--- config.mk ---
export PLATFORM = sky130hd
export DESIGN_NAME = ilmc_device_flat
export DESIGN_NICKNAME = d
export VERILOG_FILES = /design/src/hdl/ilmc_pkg.sv /design/src/hdl/ilmc_if.sv /design/src/hdl/ilmc_bus_rx.sv /design/src/hdl/ilmc_device.sv /design/src/flat_wrapper.sv
export SDC_FILE = /design/constraint.sdc
export NUM_CORES = 1
export LEC_CHECK = 0
export BUFFER_PORTS_ARGS = -buffer_cell sky130_fd_sc_hd__buf_2
export CAP_MARGIN = 20
export CORE_AREA = 2 2 99 197
export CTS_CLUSTER_DIAMETER = 120
export DETAILED_ROUTE_END_ITERATION = 12
export DIE_AREA = 0 0 101 199
export HOLD_SLACK_MARGIN = 0.05
export PLACE_DENSITY = 0.78
export SLEW_MARGIN = 5
export SYNTH_ARGS = -nofsm -noshare
export SYNTH_HDL_FRONTEND = slang
export SYNTH_SLANG_ARGS = --single-unit
--- constraint.sdc ---
create_clock -name hclk -period 4.1 [get_ports hclk]
set_clock_uncertainty 0.05 [all_clocks]
set_input_delay 1.025 -clock hclk [delete_from_list [all_inputs] [get_ports hclk]]
set_output_delay 1.025 -clock hclk [all_outputs]
set_load 0.005 [all_outputs]
--- src/hdl/ilmc_pkg.sv ---
// shared constants for image load and mode control
package ilmc_pkg;
	// ****************************************
	// serial command addresses (first byte)
	// ****************************************
	localparam logic [7:0] ADR_GEN_RESET = 8'h01; // full reset, no data
	localparam logic [7:0] ADR_CSUM1_HI = 8'hA9;
	localparam logic [7:0] ADR_CSUM1_LO = 8'hAA;
	localparam logic [7:0] ADR_OUT_GAIN = 8'hB0;
	localparam logic [7:0] ADR_ROUTING = 8'hB1;
	localparam logic [7:0] ADR_CSUM2_HI = 8'hB8;
	localparam logic [7:0] ADR_CSUM2_LO = 8'hB9;
	localparam logic [7:0] ADR_POWER = 8'hC0;
	localparam logic [7:0] ADR_MODE = 8'hC1;
	localparam logic [7:0] ADR_RX_AUDIO = 8'hC2;
	localparam logic [7:0] ADR_TONE_SEL = 8'hC3;
	localparam logic [7:0] ADR_IDENT = 8'hC5;
	localparam logic [7:0] ADR_STATUS = 8'hC6;
	localparam logic [7:0] ADR_PARAM = 8'hC8;
	localparam logic [7:0] ADR_VERSION = 8'hC9;
	localparam logic [7:0] ADR_IMG_DATA = 8'hCA; // image word stream
	localparam logic [7:0] ADR_IMG_END = 8'hCB; // image complete
	localparam logic [7:0] ADR_TONE_STAT = 8'hCC;
	localparam logic [7:0] ADR_AUDIO = 8'hCD;
	localparam logic [7:0] ADR_ACTIVATE = 8'hCE; // activation code
	// ****************************************
	// fields and values
	// ****************************************
	localparam int ST_B_CFG = 0; // status: configuration access
	localparam int ST_B_RX = 1;
	localparam int ST_B_TX = 2;
	localparam int ST_B_LOAD = 3;
	localparam int MODE_B_RX = 0;
	localparam int MODE_B_TX = 1;
	localparam int RT_RX_LSB = 0; // routing: rx input source
	localparam int RT_TX_LSB = 2; // routing: tx input source
	localparam logic [15:0] DEAD_MARK = 16'hDEAD;
	localparam int IMG_BYTES = 46 * 1024;
	localparam int IMG_WORDS = IMG_BYTES / 2;
	// ****************************************
	// host controller registers (byte offsets)
	// ****************************************
	localparam logic [7:0] HR_CMD = 8'h00; // [7:0] addr, [9:8] data bytes
	localparam logic [7:0] HR_WDATA = 8'h04;
	localparam logic [7:0] HR_STAT = 8'h08; // [0] busy, [1] image overflow
	localparam logic [7:0] HR_RDATA = 8'h0C;
	localparam logic [7:0] HR_BOOT = 8'h10; // [1] high pin, [0] low pin
	// ****************************************
	// timing
	// ****************************************
	localparam int T_CLK_NS = 100;
	localparam int T_SCLK_HALF_NS = 400;
	localparam int T_CSOFF_NS = 1000;
	localparam int T_REPOLL_US = 250;
	localparam int N_SCLK_HALF = T_SCLK_HALF_NS / T_CLK_NS;
	localparam int N_CSOFF = (T_CSOFF_NS + T_CLK_NS - 1) / T_CLK_NS;
	localparam int N_REPOLL = (T_REPOLL_US * 1000 + T_CLK_NS - 1) / T_CLK_NS;
	// read-only addresses answer with reply data
	function automatic logic ilmc_is_ro(input logic [7:0] a);
		return a == ADR_CSUM1_HI || a == ADR_CSUM1_LO || a == ADR_CSUM2_HI ||
			a == ADR_CSUM2_LO || a == ADR_IDENT || a == ADR_STATUS ||
			a == ADR_VERSION || a == ADR_TONE_STAT;
	endfunction
	// input amplifier select, one-hot; code 3 selects none
	function automatic logic [2:0] ilmc_amp(input logic [1:0] s);
		return (s == 2'd3) ? 3'b000 : 3'(3'b001 << s);
	endfunction
endpackage

--- src/hdl/ilmc_if.sv ---
// link wires between host controller and device
`timescale 1ns/1ps
`default_nettype none
interface ilmc_if;
	logic sclk; // serial clock, host made
	logic bus_select_n; // transaction frame, low active
	logic bus_command_in; // host to device data
	logic reply_out; // device reply data
	logic reply_oe; // device drives reply
	logic reply_line; // resolved reply wire
	logic boot_select_high_pin;
	logic boot_select_low_pin;
	// undriven reply line floats high
	assign reply_line = reply_oe ? reply_out : 1'b1;
	modport device (
		input sclk, bus_select_n, bus_command_in,
		input boot_select_high_pin, boot_select_low_pin,
		output reply_out, reply_oe
	);
	modport host (
		output sclk, bus_select_n, bus_command_in,
		output boot_select_high_pin, boot_select_low_pin,
		input reply_line
	);
endinterface
`default_nettype wire

--- src/hdl/ilmc_bus_rx.sv ---
// serial command receiver and reply shifter of the device
`timescale 1ns/1ps
`default_nettype none
module ilmc_bus_rx (
	// clock and reset
	input wire logic hclk,
	input wire logic hresetn,
	// raw link pins
	input wire logic sclk_pin,
	input wire logic sel_n_pin,
	input wire logic din_pin,
	output logic dout,
	output logic dout_oe,
	// device side
	input wire logic [15:0] rd_word,
	input wire logic rd_enable,
	output logic [7:0] head,
	output logic [15:0] body,
	output logic [1:0] body_bytes,
	output logic done
);
	logic [2:0] sclk_s; // sync pair plus edge history
	logic [2:0] sel_s;
	logic [1:0] din_s;
	logic [4:0] nbits; // bits of this frame, saturates
	logic [23:0] sh; // received bits
	logic [15:0] rsh; // reply bits still to send
	wire sclk_rise = sclk_s[1] & ~sclk_s[2];
	wire sclk_fall = ~sclk_s[1] & sclk_s[2];
	wire active = ~sel_s[1];
	// command acts at end of frame
	assign done = sel_s[1] & ~sel_s[2];
	assign body = sh[15:0];
	assign body_bytes = (nbits >= 5'd24) ? 2'd2 : (nbits >= 5'd16) ? 2'd1 : 2'd0;
	// ****************************************
	// pin synchronisers
	// ****************************************
	always_ff @(posedge hclk or negedge hresetn) begin
		if (!hresetn) begin
			sclk_s <= 3'b111;
			sel_s <= 3'b111;
			din_s <= 2'b00;
		end else begin
			sclk_s <= {sclk_s[1:0], sclk_pin};
			sel_s <= {sel_s[1:0], sel_n_pin};
			din_s <= {din_s[0], din_pin};
		end
	end
	// ****************************************
	// receive shift, msb first on rising sclk
	// ****************************************
	always_ff @(posedge hclk or negedge hresetn) begin
		if (!hresetn) begin
			nbits <= 5'd0;
			sh <= 24'h00_0000;
			head <= 8'h00;
		end else if (!active) begin
			nbits <= 5'd0; // framing restarts every select
		end else if (sclk_rise && nbits != 5'd24) begin
			sh <= {sh[22:0], din_s[1]};
			nbits <= nbits + 5'd1;
			if (nbits == 5'd7)
				head <= {sh[6:0], din_s[1]};
		end
	end
	// ****************************************
	// reply shift, changes on falling sclk
	// ****************************************
	always_ff @(posedge hclk or negedge hresetn) begin
		if (!hresetn) begin
			dout <= 1'b1;
			dout_oe <= 1'b0;
			rsh <= 16'h0000;
		end else if (!active) begin
			dout <= 1'b1;
			dout_oe <= 1'b0; // release once frame ends
		end else if (sclk_fall && nbits == 5'd8 && rd_enable) begin
			dout_oe <= 1'b1;
			dout <= rd_word[15];
			rsh <= {rd_word[14:0], 1'b0};
		end else if (sclk_fall && dout_oe) begin
			dout <= rsh[15];
			rsh <= {rsh[14:0], 1'b0};
		end
	end
endmodule // ilmc_bus_rx
`default_nettype wire

--- src/hdl/ilmc_device.sv ---
// device end: image load, identity report and operating state
`timescale 1ns/1ps
`default_nettype none
// Summary of operation
// - boot pins read at power-on, full reset
// - boot pins ignored after load completes
// - both high host load, both low none
// - image version readable after load
// - two 32-bit checksums in register pairs
// - load done: idle, ready, config flag set
// - activation clears checksum, identity, version
// - bad activation: mark, lock until power-on
// - reset with pins low keeps image
// - non-operational until image loaded
// - image at most 46 kilobytes
// - host checks checksums before activation
// - host configures then selects rx/tx
// - general reset with image kept and pins low ends in idle, blocks off
// - parameter register accepted in idle
// - rx, tx independent; none means idle
// - rx, tx inputs from three amplifiers
// - host spaces same-register writes 250 us, except image data writes
// - command acts on select rising edge
module ilmc_device
	import ilmc_pkg::*;
#(
	parameter logic [15:0] ID_CODE = 16'h0A11, // arbitrary value
	parameter logic [15:0] ACT_CODE = 16'h5EED, // arbitrary value
	parameter int MAX_WORDS = IMG_WORDS
) (
	// clock and reset
	input wire logic hclk,
	input wire logic hresetn,
	// serial link
	ilmc_if.device lnk,
	// operating state
	output logic operational,
	output logic idle_mode,
	output logic rx_active,
	output logic tx_active,
	output logic locked,
	// analogue setup
	output logic [15:0] power_enables,
	output logic [15:0] output_gain,
	output logic [2:0] rx_amp,
	output logic [2:0] tx_amp,
	// parameter programming
	output logic [15:0] param_word,
	output logic param_strobe
);
	// ****************************************
	// declarations
	// ****************************************
	typedef enum logic [2:0] {
		ST_OFF = 3'b000, // no image, non-operational
		ST_LOAD = 3'b001, // host streaming image
		ST_IDLE = 3'b010,
		ST_ACTIVE = 3'b011,
		ST_LOCK = 3'b100 // only power-on leaves
	} ilmc_state_e;
	ilmc_state_e state;
	ilmc_state_e next_state;
	logic [1:0] bh_s; // boot high pin sync
	logic [1:0] bl_s; // boot low pin sync
	logic [1:0] samp_cnt; // countdown to boot sampling
	logic [31:0] csum1;
	logic [31:0] csum2;
	logic [15:0] version;
	logic [14:0] nwords; // image words taken
	logic img_valid; // an image survives full reset
	logic show_ids; // identity values readable
	logic dead; // invalid activation seen
	logic [1:0] mode;
	logic [15:0] routing;
	logic [7:0] rx_head;
	logic [15:0] rx_body;
	logic [1:0] rx_bytes;
	logic rx_done;
	logic [15:0] rd_word;
	logic rd_enable;
	// ****************************************
	// serial receiver
	// ****************************************
	ilmc_bus_rx u_rx (
		.hclk(hclk),
		.hresetn(hresetn),
		.sclk_pin(lnk.sclk),
		.sel_n_pin(lnk.bus_select_n),
		.din_pin(lnk.bus_command_in),
		.dout(lnk.reply_out),
		.dout_oe(lnk.reply_oe),
		.rd_word(rd_word),
		.rd_enable(rd_enable),
		.head(rx_head),
		.body(rx_body),
		.body_bytes(rx_bytes),
		.done(rx_done)
	);
	// ****************************************
	// command decode
	// ****************************************
	wire ready = state == ST_IDLE || state == ST_ACTIVE;
	wire cmd = rx_done && state != ST_LOCK;
	wire wr = cmd && rx_bytes == 2'd2 && !ilmc_is_ro(rx_head);
	wire gen_rst = cmd && rx_head == ADR_GEN_RESET && rx_bytes == 2'd0;
	wire sample_now = samp_cnt == 2'd1;
	// boot code decode, reserved codes match neither
	wire boot_load = bh_s[1] & bl_s[1];
	wire boot_none = ~bh_s[1] & ~bl_s[1];
	wire load_start = state == ST_OFF && sample_now && boot_load;
	wire restart = state == ST_OFF && sample_now && boot_none && img_valid;
	wire load_end = wr && state == ST_LOAD && rx_head == ADR_IMG_END;
	wire img_wr = wr && state == ST_LOAD && rx_head == ADR_IMG_DATA &&
		nwords < 15'(MAX_WORDS);
	wire act_wr = wr && ready && rx_head == ADR_ACTIVATE;
	wire act_bad = act_wr && rx_body != ACT_CODE;
	wire mode_wr = wr && ready && rx_head == ADR_MODE;
	wire [15:0] id_mask = show_ids ? 16'hFFFF : 16'h0000;
	wire [15:0] status_word = {12'h000, state == ST_LOAD, mode, ready};
	// ****************************************
	// read selection
	// ****************************************
	assign rd_word =
		(rx_head == ADR_CSUM1_HI) ? (dead ? DEAD_MARK : csum1[31:16] & id_mask) :
		(rx_head == ADR_CSUM1_LO) ? csum1[15:0] & id_mask :
		(rx_head == ADR_CSUM2_HI) ? csum2[31:16] & id_mask :
		(rx_head == ADR_CSUM2_LO) ? csum2[15:0] & id_mask :
		(rx_head == ADR_IDENT) ? ID_CODE & id_mask :
		(rx_head == ADR_VERSION) ? version & id_mask :
		(rx_head == ADR_STATUS) ? status_word : 16'h0000;
	// a locked device still shows its mark, nothing else
	assign rd_enable = ilmc_is_ro(rx_head) && (state != ST_LOCK || rx_head == ADR_CSUM1_HI);
	// ****************************************
	// user side decode
	// ****************************************
	assign operational = ready;
	assign idle_mode = state == ST_IDLE;
	assign locked = state == ST_LOCK;
	assign rx_active = mode[MODE_B_RX];
	assign tx_active = mode[MODE_B_TX];
	assign rx_amp = ilmc_amp(routing[RT_RX_LSB +: 2]);
	assign tx_amp = ilmc_amp(routing[RT_TX_LSB +: 2]);
	// ****************************************
	// boot pin sync and sampling moment
	// ****************************************
	always_ff @(posedge hclk or negedge hresetn) begin
		if (!hresetn) begin
			bh_s <= 2'b00;
			bl_s <= 2'b00;
		end else begin
			bh_s <= {bh_s[0], lnk.boot_select_high_pin};
			bl_s <= {bl_s[0], lnk.boot_select_low_pin};
		end
	end
	// pins look only once, after sync settles
	always_ff @(posedge hclk or negedge hresetn) begin
		if (!hresetn)
			samp_cnt <= 2'd3;
		else if (gen_rst)
			samp_cnt <= 2'd3;
		else if (samp_cnt != 2'd0)
			samp_cnt <= samp_cnt - 2'd1;
	end
	// ****************************************
	// state machine
	// ****************************************
	always_comb begin
		next_state = state;
		case (state)
			ST_OFF: begin
				if (load_start || restart)
					next_state = restart ? ST_IDLE : ST_LOAD;
			end
			ST_LOAD: begin
				if (load_end)
					next_state = ST_IDLE;
			end
			ST_IDLE, ST_ACTIVE: begin
				if (mode_wr)
					next_state = (rx_body[1:0] != 2'b00) ? ST_ACTIVE : ST_IDLE;
			end
			ST_LOCK: next_state = ST_LOCK;
			default: next_state = ST_OFF;
		endcase
		if (gen_rst)
			next_state = ST_OFF;
		if (act_bad)
			next_state = ST_LOCK;
	end
	always_ff @(posedge hclk or negedge hresetn) begin
		if (!hresetn)
			state <= ST_OFF;
		else
			state <= next_state;
	end
	// ****************************************
	// image intake and checksums
	// ****************************************
	always_ff @(posedge hclk or negedge hresetn) begin
		if (!hresetn) begin
			csum1 <= 32'h0000_0000;
			csum2 <= 32'h0000_0000;
			version <= 16'h0000;
			nwords <= 15'd0;
		end else if (load_start) begin
			csum1 <= 32'h0000_0000;
			csum2 <= 32'h0000_0000;
			version <= 16'h0000;
			nwords <= 15'd0;
		end else if (img_wr) begin
			// additive sum plus rotate-xor, two views of one stream
			csum1 <= csum1 + {16'h0000, rx_body};
			csum2 <= {csum2[30:0], csum2[31]} ^ {16'h0000, rx_body};
			nwords <= nwords + 15'd1;
			if (nwords == 15'd0)
				version <= rx_body;
		end
	end
	// ****************************************
	// image flags
	// ****************************************
	always_ff @(posedge hclk or negedge hresetn) begin
		if (!hresetn) begin
			img_valid <= 1'b0;
			show_ids <= 1'b0;
			dead <= 1'b0;
		end else if (load_start) begin
			img_valid <= 1'b0;
			show_ids <= 1'b0;
		end else if (load_end || restart) begin
			img_valid <= 1'b1;
			show_ids <= 1'b1;
		end else if (act_wr) begin
			show_ids <= 1'b0;
			dead <= act_bad;
		end
	end
	// ****************************************
	// host-written control registers
	// ****************************************
	always_ff @(posedge hclk or negedge hresetn) begin
		if (!hresetn) begin
			mode <= 2'b00;
			power_enables <= 16'h0000;
			routing <= 16'hFFFF;
			output_gain <= 16'h0000;
		end else if (gen_rst || act_bad) begin
			mode <= 2'b00;
			power_enables <= 16'h0000;
			routing <= 16'hFFFF;
		end else if (wr && ready) begin
			if (rx_head == ADR_MODE)
				mode <= rx_body[1:0];
			if (rx_head == ADR_POWER)
				power_enables <= rx_body;
			if (rx_head == ADR_ROUTING)
				routing <= rx_body;
			if (rx_head == ADR_OUT_GAIN)
				output_gain <= rx_body;
		end
	end
	// parameter writes only while idle
	always_ff @(posedge hclk or negedge hresetn) begin
		if (!hresetn) begin
			param_word <= 16'h0000;
			param_strobe <= 1'b0;
		end else begin
			param_strobe <= wr && state == ST_IDLE && rx_head == ADR_PARAM;
			if (wr && state == ST_IDLE && rx_head == ADR_PARAM)
				param_word <= rx_body;
		end
	end
endmodule // ilmc_device
`default_nettype wire

--- src/flat_wrapper.sv ---
// flat-port wrapper written by rule: the top's interface ports become plain ports
module ilmc_device_flat import ilmc_pkg::*;
#(
	parameter logic [15:0] ID_CODE = 16'h0A11,                   
	parameter logic [15:0] ACT_CODE = 16'h5EED,                   
	parameter int MAX_WORDS = IMG_WORDS
)
  (hclk, hresetn, operational, idle_mode, rx_active, tx_active, locked, power_enables, output_gain, rx_amp, tx_amp, param_word, param_strobe, lnk_sclk, lnk_bus_select_n, lnk_bus_command_in, lnk_boot_select_high_pin, lnk_boot_select_low_pin, lnk_reply_out, lnk_reply_oe);
  ilmc_if lnk_i ();
  input wire logic hclk;
  input wire logic hresetn;
  output logic operational;
  output logic idle_mode;
  output logic rx_active;
  output logic tx_active;
  output logic locked;
  output logic [15:0] power_enables;
  output logic [15:0] output_gain;
  output logic [2:0] rx_amp;
  output logic [2:0] tx_amp;
  output logic [15:0] param_word;
  output logic param_strobe;
  input wire logic [$bits(lnk_i.sclk)-1:0] lnk_sclk;
  input wire logic [$bits(lnk_i.bus_select_n)-1:0] lnk_bus_select_n;
  input wire logic [$bits(lnk_i.bus_command_in)-1:0] lnk_bus_command_in;
  input wire logic [$bits(lnk_i.boot_select_high_pin)-1:0] lnk_boot_select_high_pin;
  input wire logic [$bits(lnk_i.boot_select_low_pin)-1:0] lnk_boot_select_low_pin;
  output wire logic [$bits(lnk_i.reply_out)-1:0] lnk_reply_out;
  output wire logic [$bits(lnk_i.reply_oe)-1:0] lnk_reply_oe;
  assign lnk_i.sclk = lnk_sclk;
  assign lnk_i.bus_select_n = lnk_bus_select_n;
  assign lnk_i.bus_command_in = lnk_bus_command_in;
  assign lnk_i.boot_select_high_pin = lnk_boot_select_high_pin;
  assign lnk_i.boot_select_low_pin = lnk_boot_select_low_pin;
  assign lnk_reply_out = lnk_i.reply_out;
  assign lnk_reply_oe = lnk_i.reply_oe;
  ilmc_device #(.ID_CODE(ID_CODE), .ACT_CODE(ACT_CODE), .MAX_WORDS(MAX_WORDS)) u_core (.hclk(hclk), .hresetn(hresetn), .lnk(lnk_i), .operational(operational), .idle_mode(idle_mode), .rx_active(rx_active), .tx_active(tx_active), .locked(locked), .power_enables(power_enables), .output_gain(output_gain), .rx_amp(rx_amp), .tx_amp(tx_amp), .param_word(param_word), .param_strobe(param_strobe));
endmodule
==> run metrics <==
weighted congestion reported at the end of routability-driven placement 1.01; Setup Buffers After CTS 0; final instance area 12200 um^2; Post-Syn Area 11100 um^2; # port buffers 68; number of DRC markers in iteration 0 604; die extent in x 101 um; number of nets with antenna violations after routing 0; Setup crit end kind flip-flop; Post-Synth Adder-Cell Area 0.0267; Overall Global Routing Usage 0.305; buffer depth of the longest clock path 3; Setup Viol. Count Final 0; clock transition at the registers of the reported paths 80 ps; top post-synthesis cells by count dfrtp_1 (203), nand2_1 (116), nor2_1 (81); Synth Register Bits 216; cts repair resizes 0; total number of placement rows 71; headroom to the max-slew limit 0.307; cell accounting for the most synthesized area dfrtp_1; antenna cells 0; fin crit share 0.751; Max-cap violations 0; Crit Path Max Fanout 15; share of layout cells above drive strength 1 0.193; number of enable-type register cells in the synthesized netlist 0; setup repair after global routing missed its margin no; number of global-route vias before repair 8768; flip-flop cell with the highest count after synthesis dfrtp_1; crit-path max cell delay 650 ps; wire per inst 21.6 um; combinational family with the most area after synthesis simple AND/OR/NAND/NOR gates; mean post-synth cell area 10.1 um^2; Worst VDD drop 0.504 mV; via count 8710; critical path type flip-flop to flip-flop; maximum number of pins on one net before global-route repair 97; proportion of netlist area held by the largest area contributor 0.460; number of instances in the synthesized netlist 1097; run status completed; CTS Hold Buffers Added 0; die height 199 um; distinct cell type count after synthesis 72; top cells by area in the synthesized netlist dfrtp_1 (46%), mux2_2 (6.8%), nand2_1 (3.9%), nand3_1 (3.6%), mux2i_1 (3.2%); Peak Freq 325 MHz; final routed wirelength across all metal layers 29600 um; compound-gate portion of the synthesized area 0.127; critical path data arrival time 3420 ps; wire length of the first global-routing pass 47100 um; Synth Area in XOR/XNOR 0.0372; CTS H-tree depth 1; path type of the worst min-delay path flip-flop to flip-flop; register area share after synthesis 0.490; Worst-Skew Late Latency 520 ps; total buffers and inverters traversed by the critical path 1; fillcell total 1479; cell with the most instances after synthesis dfrtp_1; DRC violation count after routing 0; type of origin of the critical path flip-flop; post-detail-place hpwl 21100 um; critical path, cell by cell and3b_1 -> a22o_1 -> nand3_1 -> a311oi_4 -> buf_4 -> mux2_2; count of final max-slew check failures 0; Fin. Hold Viols 0; share of synthesized flip-flops with an asynchronous set or reset 1.00; Yosys warnings 0; standby leakage power 5.77 nW; # IOs 69; number of buffers created by CTS 20; clock tree from TritonCTS done; number of nets in the finished design 1167; die area 20100 um^2; core area 18700 um^2; post-route minimum period 3080 ps; GR Overflow Total 0; antenna violations before repair 0; total iterations of the first detailed-routing run 6; power density over cell area 374 nW/um^2; post-synthesis net count 1127; cell at the root of the clock tree clkbuf_16; post-detailed-placement cell area 11600 um^2; Least-Margin Pin Slew 1040 ps; slowest cell on the critical path a311oi_4; effective utilization at floorplan 0.592; post-synthesis simple-gate area fraction 0.183; Worst EP required 4440 ps; setup_tns 0 ps; category of cells accounting for the largest share of critical-path delay simple AND/OR/NAND/NOR gates; detail-routed via count per cell 6.36; area overhead of the layout relative to synthesis 10.4%; TritonCTS sink count 216; mux cell area share after synthesis 0.100
## layer usage
metal,up-vias,part of all wire,global-route usage
met1,4257,0.35,0.336
met5,-,0,0
met2,326,0.52,0.532
met4,0,0.085,0.223
met3,126,0.045,0.0323
li1,4001,-,-
## where the power goes
group	total (mW)	switching, mW	internal, mW
logic	0.392	0.229	0.164
clock network	1.82	0.823	1.00
registers	2.35	0.148	2.20
total	4.56	1.20	3.36
## kinds of logic (layout without fill, tap and decap cells)
logic type / Yosys count / in the layout
AND/OR/NAND/NOR: 399 / 399
flip-flops: 216 / 216
AO/OA/AOI/OAI: 214 / 214
multiplexers: 102 / 102
buffers and inverters: 96 / 150
XOR/XNOR: 47 / 47
adder cells (fa/ha/maj): 23 / 23
## registers in the layout, summed over array words and instances, names as in the netlist, 15 cells and up
register	flops
u_core.csum1	32
u_core.csum2	32
u_core.output_gain	16
u_core.param_word	16
u_core.power_enables	16
u_core.u_rx.sh	16
u_core.version	16
u_core.nwords	15
u_core.u_rx.rsh	15
## cells in the final DEF (no fill, tap or decap), types with 7 or more instances in the layout
master     count
a2bb2oi_1     10
nand2b_1      17
xor2_1        20
nor2b_1       12
and2_1         7
clkbuf_16     21
and4_1         8
mux2i_1       35
and3_1        11
a211oi_1       7
a22oi_1       21
o22ai_1       12
nand4_1       24
dfstp_2       13
xnor2_1       27
inv_1         22
a21oi_1       40
nand3_1       80
a21o_1         8
a31oi_1       13
nor2_1        80
ha_1          22
buf_4         23
mux2_2        67
nand2_1      116
o21ai_0       58
dfrtp_1      203
buf_2         67
## area by class of cell
| class | count | area, um^2 | area share |
|---|---|---|---|
| sequential | 216 | 5420 | 0.444 |
| multi-input combinational | 785 | 5250 | 0.430 |
| clock buffer | 29 | 586 | 0.0480 |
| timing repair buffer | 92 | 543 | 0.0445 |
| tap | 219 | 274 | 0.0225 |
| inverter | 22 | 82.6 | 0.00677 |
| clock inverter | 7 | 46.3 | 0.00380 |
## per-stage QoR
| step | utilization | power (mW) | instances | setup slack (ps) | hold WS (ps) |
|---|---|---|---|---|---|
| after floorplan | - | 2.59 | 1097 | 1210 | 281 |
| after global placement | 0.620 | 2.76 | 1334 | 1110 | 286 |
| after detailed placement | 0.620 | 2.77 | 1334 | 1070 | 292 |
| after CTS | 0.654 | 4.59 | 1370 | 1050 | 307 |
| after global routing | 0.654 | 4.72 | 1370 | 791 | 307 |
| final | 0.654 | 4.56 | 1370 | 1020 | 301 |
## worst paths after layout
check | depth (start not counted) | slack [ps] | startpoint | to
worst max-delay path | 6 | 1020 | u_core.u_rx.head[6]$_DFFE_PN0P_ | u_core.u_rx.rsh[9]$_DFFE_PN0P_
worst min-delay path | 0 | 300 | u_core.u_rx.din_s[0]$_DFF_PN0_ | u_core.u_rx.din_s[1]$_DFF_PN0_
worst max register to register | 6 | 1020 | u_core.u_rx.head[6]$_DFFE_PN0P_ | u_core.u_rx.rsh[9]$_DFFE_PN0P_
worst min register to register | 0 | 300 | u_core.u_rx.din_s[0]$_DFF_PN0_ | u_core.u_rx.din_s[1]$_DFF_PN0_
max in group asynchronous | 2 | 2610 | hresetn | u_core.u_rx.sclk_s[0]$_DFF_PN1_
min in group asynchronous | 1 | 430 | hresetn | u_core.csum2[14]$_DFFE_PN0P_
## worst register-to-register path: stages, from the launching register on
cell	delay, ps
dfrtp_1	440
and3b_1	610
a22o_1	230
nand3_1	320
a311oi_4	650
buf_4	300
mux2_2	350
No activity file was read; power rests on OpenSTA's default activity.
